`src/exec_exception_status_consts.vh`:
```
// Function
// - Bits 26:25 and 15:10 hold either continuation or conditional-block state
// - Continuation state keeps bits 26:25 at zero
// - Continuation state keeps bits 11:10 at zero
// - Conditional block covers at most four instructions after one opener
// - Block conditions are all equal or some are the inverse
// - Interrupted multiple transfer records next register in bits 15:12
// - Resumed transfer continues from the register in bits 15:12
// - Instruction-set state bit at bit 24, resets to one
// - Exchange branches and pop to counter update the state bit
// - Exception return reloads the state bit from stacked word
// - Exception entry loads state bit from vector bit 0; reset loads one
// - Executing with state bit clear raises a fault
// - Reserved bits 23:16 and 9:6 read as zero
// - Bits 5:0 report active exception number, read-only
// - Execution fields read as zero in every software read view
// - Exception number meaningful only in full or exception view
// - Saturation flag cleared only by reset or explicit software write
// - Saturation flag at bit 27 sets on overflow, stays set
// - Execution view reads zero, writes ignored
// - Writes to exception number bits are ignored
`ifndef EXEC_EXCEPTION_STATUS_CONSTS_VH
`define EXEC_EXCEPTION_STATUS_CONSTS_VH

// ----------------------------------------------------------------
// Field positions
// ----------------------------------------------------------------
`define SAT_BIT 27
`define CB_HI_MSB 26
`define CB_HI_LSB 25
`define ISET_BIT 24
`define CB_LO_MSB 15
`define CB_LO_LSB 10
`define EXC_MSB 5
`define EXC_LSB 0

// ----------------------------------------------------------------
// Reset values and exception numbers
// ----------------------------------------------------------------
`define ISET_RESET 1'B1
`define PSW_RESET 32'H0100_0000
`define EXC_THREAD 6'H00
`define EXC_EXT_BASE 6'H10
`define EXC_EXT_LAST 6'H3B
`define EXT_VEC_MAX 6'H2B

// ----------------------------------------------------------------
// Access views
// ----------------------------------------------------------------
`define VIEW_FLAGS 2'H0
`define VIEW_FULL 2'H1
`define VIEW_EXEC 2'H2
`define VIEW_EXC 2'H3

`endif

```
`src/exc_num_check.v`:
```
`timescale 1ns/1ps
`include "exec_exception_status_consts.vh"
module exc_num_check
(
    input wire [5:0] num,
    output reg valid
);
    always @*
    begin
        case (num)
            6'H00, 6'H02, 6'H03, 6'H04, 6'H05, 6'H06, 6'H0B, 6'H0E, 6'H0F:
                valid = 1'B1;
            default:
                valid = (num >= `EXC_EXT_BASE) && (num <= `EXC_EXT_LAST);
        endcase
    end
endmodule

```
`src/exec_exception_status.v`:
```
`timescale 1ns/1ps
`include "exec_exception_status_consts.vh"
module exec_exception_status
(
    input wire ref_clk,
    input wire nrst,
    input wire sat_event,
    input wire sw_write,
    input wire [1:0] sw_write_view,
    input wire [31:0] sw_write_data,
    input wire [1:0] sw_read_view,
    input wire exc_entry,
    input wire [5:0] exc_entry_num,
    input wire [31:0] vector_value,
    input wire exc_return,
    input wire [31:0] stacked_status_word,
    input wire branch_exchange,
    input wire branch_link_exchange,
    input wire pop_to_program_counter,
    input wire [31:0] branch_target,
    input wire cb_start,
    input wire [7:0] cb_init,
    input wire cb_advance,
    input wire mt_interrupt,
    input wire [3:0] mt_next_reg,
    input wire mt_resume,
    input wire instr_issue,
    output reg [31:0] program_status_word,
    output reg [31:0] sw_read_data,
    output reg [3:0] mt_resume_reg,
    output reg mt_resume_valid,
    output reg iset_fault
);
    // ----------------------------------------------------------------
    // State
    // ----------------------------------------------------------------
    localparam ST_IDLE = 3'B001;
    localparam ST_BLOCK = 3'B010;
    localparam ST_CONT = 3'B100;

    reg [2:0] st_q;
    reg [2:0] st_d;
    reg [7:0] cb_q;
    reg [7:0] cb_d;
    reg [3:0] cont_q;
    reg [3:0] cont_d;
    reg iset_q;
    reg iset_d;
    reg sat_q;
    reg [5:0] exc_q;
    reg [5:0] exc_d;
    wire entry_ok;
    wire ret_ok;
    wire [7:0] cb_stacked;
    wire [7:0] cb_next;

    // ----------------------------------------------------------------
    // Decode helpers
    // ----------------------------------------------------------------
    // Mask shifts left, shared condition stays; low three bits zero ends it
    function [7:0] cb_step;
        input [7:0] cb;
        begin
            if (cb[2:0] == 3'H0)
                cb_step = 8'H00;
            else
                cb_step = {cb[7:5], cb[3:0], 1'H0};
        end
    endfunction

    // Only the flags and full views carry bit 27 on a write
    function view_writes_flags;
        input [1:0] view;
        begin
            view_writes_flags = (view == `VIEW_FLAGS) || (view == `VIEW_FULL);
        end
    endfunction

    // Exception number shows in the full and exception views only
    function view_reads_exc;
        input [1:0] view;
        begin
            view_reads_exc = (view == `VIEW_FULL) || (view == `VIEW_EXC);
        end
    endfunction

    // Exec view hides the whole word, flag included
    function view_reads_sat;
        input [1:0] view;
        begin
            view_reads_sat = (view != `VIEW_EXEC);
        end
    endfunction

    // Nonzero with an empty mask nibble, so 11:10 and 26:25 are zero
    function is_cont_field;
        input [7:0] fld;
        begin
            is_cont_field = (fld != 8'H00) && (fld[3:0] == 4'H0);
        end
    endfunction

    assign cb_stacked = {stacked_status_word[`CB_LO_MSB:`CB_LO_LSB],
                         stacked_status_word[`CB_HI_MSB:`CB_HI_LSB]};
    assign cb_next = cb_step(cb_q);

    // ----------------------------------------------------------------
    // Event decode
    // ----------------------------------------------------------------
    wire sat_clear;
    wire branch_any;
    wire ret_to_cont;
    wire ret_to_block;

    // Reset or writing a zero are the only ways back; exec and exception views cannot
    assign sat_clear = sw_write && view_writes_flags(sw_write_view)
                       && !sw_write_data[`SAT_BIT];
    assign branch_any = branch_exchange || branch_link_exchange
                        || pop_to_program_counter;
    // A nonzero stacked field with empty mask nibble can only be a continuation
    assign ret_to_cont = is_cont_field(cb_stacked);
    assign ret_to_block = (cb_stacked[3:0] != 4'H0);

    exc_num_check u_entry_check
    (
        .num(exc_entry_num),
        .valid(entry_ok)
    );

    exc_num_check u_ret_check
    (
        .num(stacked_status_word[`EXC_MSB:`EXC_LSB]),
        .valid(ret_ok)
    );

    // ----------------------------------------------------------------
    // Combined field view
    // ----------------------------------------------------------------
    function [7:0] pack_field;
        input [2:0] st;
        input [7:0] cb;
        input [3:0] cont;
        begin
            // Layout {15:10, 26:25}; continuation zeroes 11:10 and 26:25
            if (st == ST_CONT)
                pack_field = {cont, 4'H0};
            else if (st == ST_BLOCK)
                pack_field = cb;
            else
                pack_field = 8'H00;
        end
    endfunction

    function [31:0] build_word;
        input sat;
        input iset;
        input [7:0] fld;
        input [5:0] exc;
        begin
            build_word = 32'H0000_0000;
            build_word[`SAT_BIT] = sat;
            build_word[`ISET_BIT] = iset;
            build_word[`CB_HI_MSB:`CB_HI_LSB] = fld[1:0];
            build_word[`CB_LO_MSB:`CB_LO_LSB] = fld[7:2];
            build_word[`EXC_MSB:`EXC_LSB] = exc;
        end
    endfunction

    // ----------------------------------------------------------------
    // Next state
    // ----------------------------------------------------------------
    always @*
    begin
        st_d = st_q;
        cb_d = cb_q;
        cont_d = cont_q;
        iset_d = iset_q;
        exc_d = exc_q;
        // Software writes never reach these fields
        if (exc_entry)
        begin
            iset_d = vector_value[0];
            if (entry_ok)
                exc_d = exc_entry_num;
            if (mt_interrupt)
            begin
                st_d = ST_CONT;
                cont_d = mt_next_reg;
            end
        end
        else if (exc_return)
        begin
            iset_d = stacked_status_word[`ISET_BIT];
            exc_d = ret_ok ? stacked_status_word[`EXC_MSB:`EXC_LSB] : `EXC_THREAD;
            if (ret_to_cont)
            begin
                st_d = ST_CONT;
                cont_d = cb_stacked[7:4];
            end
            else if (ret_to_block)
            begin
                st_d = ST_BLOCK;
                cb_d = cb_stacked;
            end
            else
                st_d = ST_IDLE;
        end
        else
        begin
            if (branch_any)
                iset_d = branch_target[0];
            case (st_q)
                ST_IDLE:
                begin
                    if (cb_start && cb_init[3:0] != 4'H0)
                    begin
                        st_d = ST_BLOCK;
                        cb_d = {cb_init[7:4], cb_init[3:0]};
                    end
                end
                ST_BLOCK:
                begin
                    if (cb_advance)
                    begin
                        cb_d = cb_next;
                        if (cb_next == 8'H00)
                            st_d = ST_IDLE;
                    end
                end
                ST_CONT:
                begin
                    if (mt_resume)
                    begin
                        st_d = ST_IDLE;
                        cont_d = 4'H0;
                    end
                end
                default:
                    st_d = ST_IDLE;
            endcase
        end
    end

    // ----------------------------------------------------------------
    // Registers
    // ----------------------------------------------------------------
    always @(posedge ref_clk or negedge nrst)
    begin
        if (!nrst)
        begin
            st_q <= ST_IDLE;
            cb_q <= 8'H00;
            cont_q <= 4'H0;
            iset_q <= `ISET_RESET;
            exc_q <= `EXC_THREAD;
        end
        else
        begin
            st_q <= st_d;
            cb_q <= cb_d;
            cont_q <= cont_d;
            iset_q <= iset_d;
            exc_q <= exc_d;
        end
    end

    // ----------------------------------------------------------------
    // Saturation flag
    // ----------------------------------------------------------------
    // Set wins over a clearing write in the same cycle
    always @(posedge ref_clk or negedge nrst)
    begin
        if (!nrst)
            sat_q <= 1'B0;
        else if (sat_event)
            sat_q <= 1'B1;
        else if (sat_clear)
            sat_q <= 1'B0;
    end

    // Same priority, taken early so the word shows it after this edge
    reg sat_n;
    always @*
    begin
        sat_n = sat_q;
        if (sat_event)
            sat_n = 1'B1;
        else if (sat_clear)
            sat_n = 1'B0;
    end

    // ----------------------------------------------------------------
    // Status word
    // ----------------------------------------------------------------
    // Built from next values so the word matches the state after this edge
    always @(posedge ref_clk or negedge nrst)
    begin
        if (!nrst)
            program_status_word <= `PSW_RESET;
        else
            program_status_word <= build_word(sat_n, iset_d, pack_field(st_d, cb_d, cont_d),
                                              exc_d);
    end

    // ----------------------------------------------------------------
    // Software read port
    // ----------------------------------------------------------------
    // Execution fields never visible to software reads
    always @(posedge ref_clk or negedge nrst)
    begin
        if (!nrst)
            sw_read_data <= 32'H0000_0000;
        else if (!view_reads_sat(sw_read_view))
            sw_read_data <= 32'H0000_0000;
        else if (view_reads_exc(sw_read_view))
            sw_read_data <= build_word(sat_q, 1'B0, 8'H00, exc_q);
        else
            sw_read_data <= build_word(sat_q, 1'B0, 8'H00, `EXC_THREAD);
    end

    // ----------------------------------------------------------------
    // Continuation resume
    // ----------------------------------------------------------------
    always @(posedge ref_clk or negedge nrst)
    begin
        if (!nrst)
        begin
            mt_resume_reg <= 4'H0;
            mt_resume_valid <= 1'B0;
        end
        else
        begin
            mt_resume_valid <= (st_q == ST_CONT) && mt_resume;
            mt_resume_reg <= cont_q;
        end
    end

    // ----------------------------------------------------------------
    // State bit fault
    // ----------------------------------------------------------------
    // Flags the issue only; lockup handling sits outside this block
    always @(posedge ref_clk or negedge nrst)
    begin
        if (!nrst)
            iset_fault <= 1'B0;
        else
            iset_fault <= instr_issue && !iset_q;
    end
endmodule

```
`config.mk`:
```
export PLATFORM = sky130hd
export DESIGN_NAME = exec_exception_status
export DESIGN_NICKNAME = d
export VERILOG_FILES = /design/src/exc_num_check.v /design/src/exec_exception_status.v
export VERILOG_INCLUDE_DIRS = /design/src
export SDC_FILE = /design/constraint.sdc
export NUM_CORES = 1
export LEC_CHECK = 0
export ABC_AREA = 1
export BUFFER_PORTS_ARGS = -buffer_cell sky130_fd_sc_hd__buf_2
export CAP_MARGIN = 15
export CORE_MARGIN = 2
export CORE_UTILIZATION = 30
export CTS_BUF_LIST = sky130_fd_sc_hd__clkbuf_4 sky130_fd_sc_hd__clkbuf_8 sky130_fd_sc_hd__clkbuf_16
export DETAILED_ROUTE_END_ITERATION = 6
export PLACE_DENSITY = 0.67
export REMOVE_ABC_BUFFERS = 1
export SKIP_LAST_GASP = 1
export SLEW_MARGIN = 20
export SYNTH_ARGS = -nofsm -noshare
export SYNTH_HDL_FRONTEND = slang
export SYNTH_SLANG_ARGS = --single-unit
```
`constraint.sdc`:
```
create_clock -name ref_clk -period 3.4 [get_ports ref_clk]
set_clock_uncertainty 0.1 [all_clocks]
set_input_delay 0.17 -clock ref_clk [delete_from_list [all_inputs] [get_ports ref_clk]]
set_output_delay 0.17 -clock ref_clk [all_outputs]
set_load 0.01 [all_outputs]
```
* After elaboration in Yosys (flattened, before gate mapping)
Cells that the tools add are included.
** Cells by class
- Reduce and logical (&&, ||, !) cells :: 25
- Multiplexer cells :: 39
- Order comparisons :: 4
- Equal/unequal tests :: 25
** Operators with widths (number)
- $mux W8 :: 9
- $eq A6 B3 Y1 const B :: 6
- $eq A6 B4 Y1 const B :: 6
- $mux W6 :: 5
- $mux W28 :: 1
- $eq A6 B2 Y1 const B :: 4
- $mux W3 :: 8
- $mux W4 :: 6
- $reduce_or A9 Y1 :: 2
- $pmux W8 S2 :: 1
- $ge A6 B5 Y1 const B :: 2
- $le A6 B6 Y1 const B :: 2
- $logic_not A6 Y1 :: 2
- $pmux W3 S3 :: 1
- $logic_and A1 B1 Y1 :: 8
- $logic_not A8 Y1 :: 1
- $reduce_bool A4 Y1 :: 2
- $reduce_bool A8 Y1 :: 1
- $mux W1 :: 7
- $eq A3 B2 Y1 const B :: 2
- $eq A3 B3 Y1 const B :: 2
- $eq A2 B1 Y1 const B :: 2
- $logic_not A4 Y1 :: 1
- $logic_or A1 B1 Y1 :: 4
- other kinds (7) :: 8
** Storage, ports and cells
- Output and inout bits :: 70
- Word-level logic and storage cells :: 104
- Bits in registers :: 77

* Longest topological paths before layout
- Depth in word-level cells :: 11
- Depth in mapped cells :: 11

* Cells and area by module
From an unflattened synthesis, not the netlist that was laid out.
** Second synthesis, totals
- Cells, all modules :: 377
- Area total of the unflattened synthesis :: 2670.1 sq um
** By module, submodules not included
- exec_exception_status :: seq. area each 1103.6 sq um, instances 1, cells each 349, area an instance 2542.4 sq um
- exc_num_check :: seq. area each 0.0 sq um, instances 2, cells each 14, area an instance 63.8 sq um

* Worst setup path after synthesis
No wires, ideal clock.
- Path kind :: register to register
- Start :: reg st_q[0]
- End :: reg program_status_word[25]
- Data required time :: 3.234 ns
- Setup slack :: 1.913 ns
- Library setup time :: 0.066 ns
- Arrival :: 1.321 ns
- Buffers on the path :: 0
- Cell stages (with the launch flop) :: 10
- Cell sequence :: dfstp_2 nor2_1 nand2_1 inv_1 nand2_2 nand2_1 o21ai_1 nand2_2 nor2_4 and2_1
** On the way
- Cells in the longest elaborated chain, start to end :: 8
- Elaborated cells between the ends (all ways) :: 18
- Those cells by class :: 5 x eq/ne; 13 x mux
** Ends and longest elaborated chain
- start: declaration :: RTL line exec_exception_status.v:41 : reg [2:0] st_q;
- start signal: assignment :: RTL line exec_exception_status.v:259 : st_q <= st_d;
- $mux W3 :: RTL line exec_exception_status.v:226 : if (cb_next == 8'H00)
- $mux W3 :: RTL line exec_exception_status.v:223 : if (cb_advance)
- $pmux W3 S3 :: RTL line exec_exception_status.v:212 : case (st_q)
- $mux W3 :: RTL line exec_exception_status.v:191 : else if (exc_return)
- $mux W3 (*) :: RTL line exec_exception_status.v:180 : if (exc_entry)
- net st_d[0] :: RTL line exec_exception_status.v:42 : reg [2:0] st_d;
- $eq A3 B2 Y1 :: RTL line exec_exception_status.v:147 : else if (st == ST_BLOCK)
- $mux W8 :: RTL line exec_exception_status.v:147
- $mux W8 (*) :: RTL line exec_exception_status.v:145 : if (st == ST_CONT)
- end signal: assignment :: RTL line exec_exception_status.v:299 : program_status_word <= `PSW_RESET;
- end signal: assignment :: RTL line exec_exception_status.v:301 : program_status_word <= build_word(sat_n, iset_d, pack_field(st_d, cb_d, cont_d),
- end: declaration :: RTL line exec_exception_status.v:28 : output reg [31:0] program_status_word,
Mark *: on every way through the listed nets, which the timed path passes. The rest lies on a longest branch.

* Worst setup path after layout
Same ends and word-level chain as after synthesis.

==> flow_summary.json <==
{
  "slowest_stage": "dfstp_2",
  "n_antenna_cell": 0,
  "final-seq-area_um2": 1104,
  "vias_per_cell": 4.356,
  "slew_headroom": 0.6152,
  "p_seq_frac": 0.453,
  "dieWidth_um": 98.23,
  "r2r.worst_path.cells": 9,
  "cts.sinks": 44,
  "fin_area_um2": 3187,
  "firstDrtPassIters": 4,
  "hold_violations": 0,
  "track_usage": 0.1336,
  "drc": 0,
  "powerDensity_nw_per_um2": 432.2,
  "met3_usage": 0.04009,
  "worstSetupPathType": "flop to flop",
  "wl_per_cell_um": 11.80,
  "fin_cells": 553,
  "largest_registers": "program_status_word: 11 flops, cb_q: 8 flops, sw_read_data: 7 flops",
  "min_to": "exc_q[1]$_DFFE_PN0P_",
  "detailed_place_hpwl_um": 5124,
  "h-tree-depth": 2,
  "drive_gt1_frac": 0.2652,
  "setup_tns_ps": 0,
  "vias": 2409,
  "p_switching_mw": 0.4180,
  "post-route-period-util": 0.5041,
  "dp_cells": 541,
  "hp-start": "exc_entry_num[1]",
  "grt_pass1_wl_um": 10330,
  "synth_cell_types": 35,
  "finalCriticalPeriod_ps": 1714,
  "rsz0062_at_grt": "no",
  "max-cap-violations": 0,
  "status": "finished, final reports clean",
  "p_sw_frac": 0.3035,
  "p_int_mw": 0.9593,
  "gr-max-usage-layer": "met2",
  "met1_usage": 0.1542,
  "port-buffer-count": 81,
  "largest_reg_flops": 11,
  "cts_setup_buffers": 0,
  "drt_iter0_drc": 105,
  "avgSynthCellArea_um2": 7.441,
  "die_area_um2": 9649,
  "start_kind": "flop",
  "crit_path_max_fanout": 6,
  "cts_tree": "built",
  "r2r_start": "st_q[0]$_DFF_PN1_",
  "cp_data_required_time_ps": 3530,
  "crit_chain": "nor2_1 > nand2_1 > inv_1 > nand2_2 > nand2_1 > o21ai_1 > nand2_2 > nor2_4 > and2_1",
  "crit_buf_inv": 1,
  "regMostFlops": "program_status_word",
  "clk_pin_slew_worst_paths_ps": 90,
  "grt_max_degree": 45,
  "hp-class": "input port to flop",
  "holdWs_ps": 26.65,
  "multiInputGateArea_um2": 1204,
  "cp_slowest_stage_delay_ps": 560,
  "start_util": 0.3069,
  "postCtsHoldBufs": 4,
  "layout_setup_ws_ps": 1686,
  "cts_buffer_depth": 2,
  "grt_overflow_total": 0,
  "ir_worst_vdd_mv": 0.1365,
  "num-fill-cells": 919,
  "finalNetCount": 608,
  "fmax_ghz": 0.5834,
  "cts.root.buffer_cell": "clkbuf_8",
  "ff2ff_setup_slack_ps": 1690,
  "grtUsageMet2": 0.2318,
  "wl_um": 6526,
  "power_leakage_nw": 1.821,
  "synthCells": 358,
  "antenna_found_initial": 0,
  "rows": 34,
  "ioPinCount": 234,
  "grt_pass1_vias": 2260,
  "preCtsSetupSlack_ps": 1418,
  "area_growth_syn_to_layout_pct": 19.63,
  "crit_arrival_ps": 1850,
  "r2r_end": "program_status_word[25]$_DFF_PN0_",
  "cts_buffers": 5,
  "drv_slew": 0,
  "end_kind": "flop",
  "ctsResizeCount": 0,
  "holdPathStages": 3,
  "setup-violations-final": 0,
  "ys_seq_area_frac": 0.4143,
  "syn_area_um2": 2664,
  "pwr-share-clk": 0.318,
  "insertion_delay_ps": 300,
  "worst-slew-pin-transition_ps": 576.6,
  "combPwrFrac": 0.229,
  "crit_cells": 9,
  "die_h_um": 98.23,
  "yosysWarnings": 0,
  "antenna_left": 0,
  "placed_area_um2": 3018,
  "ys_ff_latch": 44,
  "gp_congestion": 0.8919,
  "cpLargestDelayFamily": "simple AND/OR/NAND/NOR gates",
  "core_um2": 8678
}
-- worst register-to-register path, cell delays in order, from the launching register on --
cell	delay, ps
dfstp_2	560
nor2_1	50
nand2_1	80
inv_1	60
nand2_2	120
nand2_1	80
o21ai_1	150
nand2_2	100
nor2_4	180
and2_1	170
-- cell type report --
type,instances,area share
clock buffers,7,0.03023
inverters,45,0.05340
repair buffers,85,0.1406
well taps,108,0.04240
multi-input cells,263,0.3777
clock inverters,1,0.009423
flip-flops and latches,44,0.3463
-- how the worst max path moves through the flow --
stage	from	end	slack, ps
2_1_floorplan	st_q[0]$_DFF_PN1_	program_status_word[25]$_DFF_PN0_	1910
3_3_place_gp	exc_entry	program_status_word[15]$_DFF_PN0_	1430
3_5_place_dp	exc_entry	program_status_word[10]$_DFF_PN0_	1420
4_1_cts	st_q[0]$_DFF_PN1_	program_status_word[10]$_DFF_PN0_	1670
5_1_grt	st_q[0]$_DFF_PN1_	program_status_word[10]$_DFF_PN0_	1530
6_report	st_q[0]$_DFF_PN1_	program_status_word[25]$_DFF_PN0_	1690
-- metal layers --
metal,vias up,wire length [um]
met2,102,3174
met3,10,503
li1,1218,-
met4,0,94
met1,1079,2753
met5,-,0
-- cells in the mapped netlist --
| library cell | number | area share |
|---|---|---|
| nor3_1 | 1 | 0.0019 |
| nor4_1 | 1 | 0.0024 |
| o21ai_0 | 12 | 0.023 |
| dfstp_2 | 2 | 0.020 |
| nand4_1 | 7 | 0.016 |
| buf_2 | 2 | 0.0038 |
| a31oi_1 | 1 | 0.0024 |
| and2_1 | 1 | 0.0024 |
| nand2_1 | 96 | 0.14 |
| inv_1 | 37 | 0.052 |
| o22ai_1 | 3 | 0.0070 |
| buf_4 | 43 | 0.12 |
| or2_2 | 1 | 0.0024 |
| nor2_2 | 3 | 0.0070 |
| inv_2 | 7 | 0.0099 |
| o21bai_1 | 2 | 0.0056 |
| nor2_4 | 3 | 0.013 |
| a21oi_2 | 1 | 0.0033 |
| clkbuf_1 | 1 | 0.0014 |
| a211oi_1 | 1 | 0.0028 |
| nor3_2 | 1 | 0.0038 |
| dfrtp_1 | 42 | 0.39 |
| a21oi_1 | 6 | 0.011 |
| nor2_1 | 36 | 0.051 |
| nand2_4 | 1 | 0.0042 |
| a22oi_1 | 3 | 0.0085 |
| conb_1 | 1 | 0.0014 |
| nand2_2 | 5 | 0.012 |
| o2bb2ai_1 | 1 | 0.0033 |
| nand3_1 | 30 | 0.056 |
| nor3b_1 | 1 | 0.0028 |
| o21ai_1 | 1 | 0.0019 |
| nand3_2 | 3 | 0.011 |
| clkinv_2 | 1 | 0.0019 |
| o21bai_2 | 1 | 0.0042 |
-- per-stage QoR --
stage          total power [mW]  utilization
2_1_floorplan            0.8153            -
3_3_place_gp             0.9368       0.3478
3_5_place_dp             0.9461       0.3478
4_1_cts                   1.390       0.3669
5_1_grt                   1.462       0.3672
6_report                  1.377       0.3672
-- placed cells by master (no fill, tap or decap), types with 4 or more instances in the layout --
| master | count |
|---|---|
| nand2_1 | 96 |
| buf_2 | 80 |
| dfrtp_1 | 42 |
| conb_1 | 41 |
| inv_1 | 37 |
| nor2_1 | 36 |
| nand3_1 | 30 |
| o21ai_0 | 12 |
| inv_2 | 7 |
| nand4_1 | 7 |
| clkbuf_8 | 7 |
| a21oi_1 | 6 |
| nand2_2 | 5 |
| dlygate4sd3_1 | 4 |
-- power by group through the flow --
stage	Sequential (mW)	Clock [mW]	Combinational (mW)
finish	0.624	0.438	0.315
global route	0.633	0.472	0.356
CTS	0.624	0.450	0.316
detailed placement	0.635	0	0.311
global placement	0.632	0	0.305
floorplan	0.648	0	0.167
-- cell families (layout without fill, tap and decap cells) --
group,after synthesis,in the layout,synth area share
simple gates,190,190,0.3213
buf+inv,91,138,0.1902
flops,44,44,0.4143
compound gates,32,32,0.07281
other cells,1,41,0.001408
No activity file was read; power rests on OpenSTA's default activity.
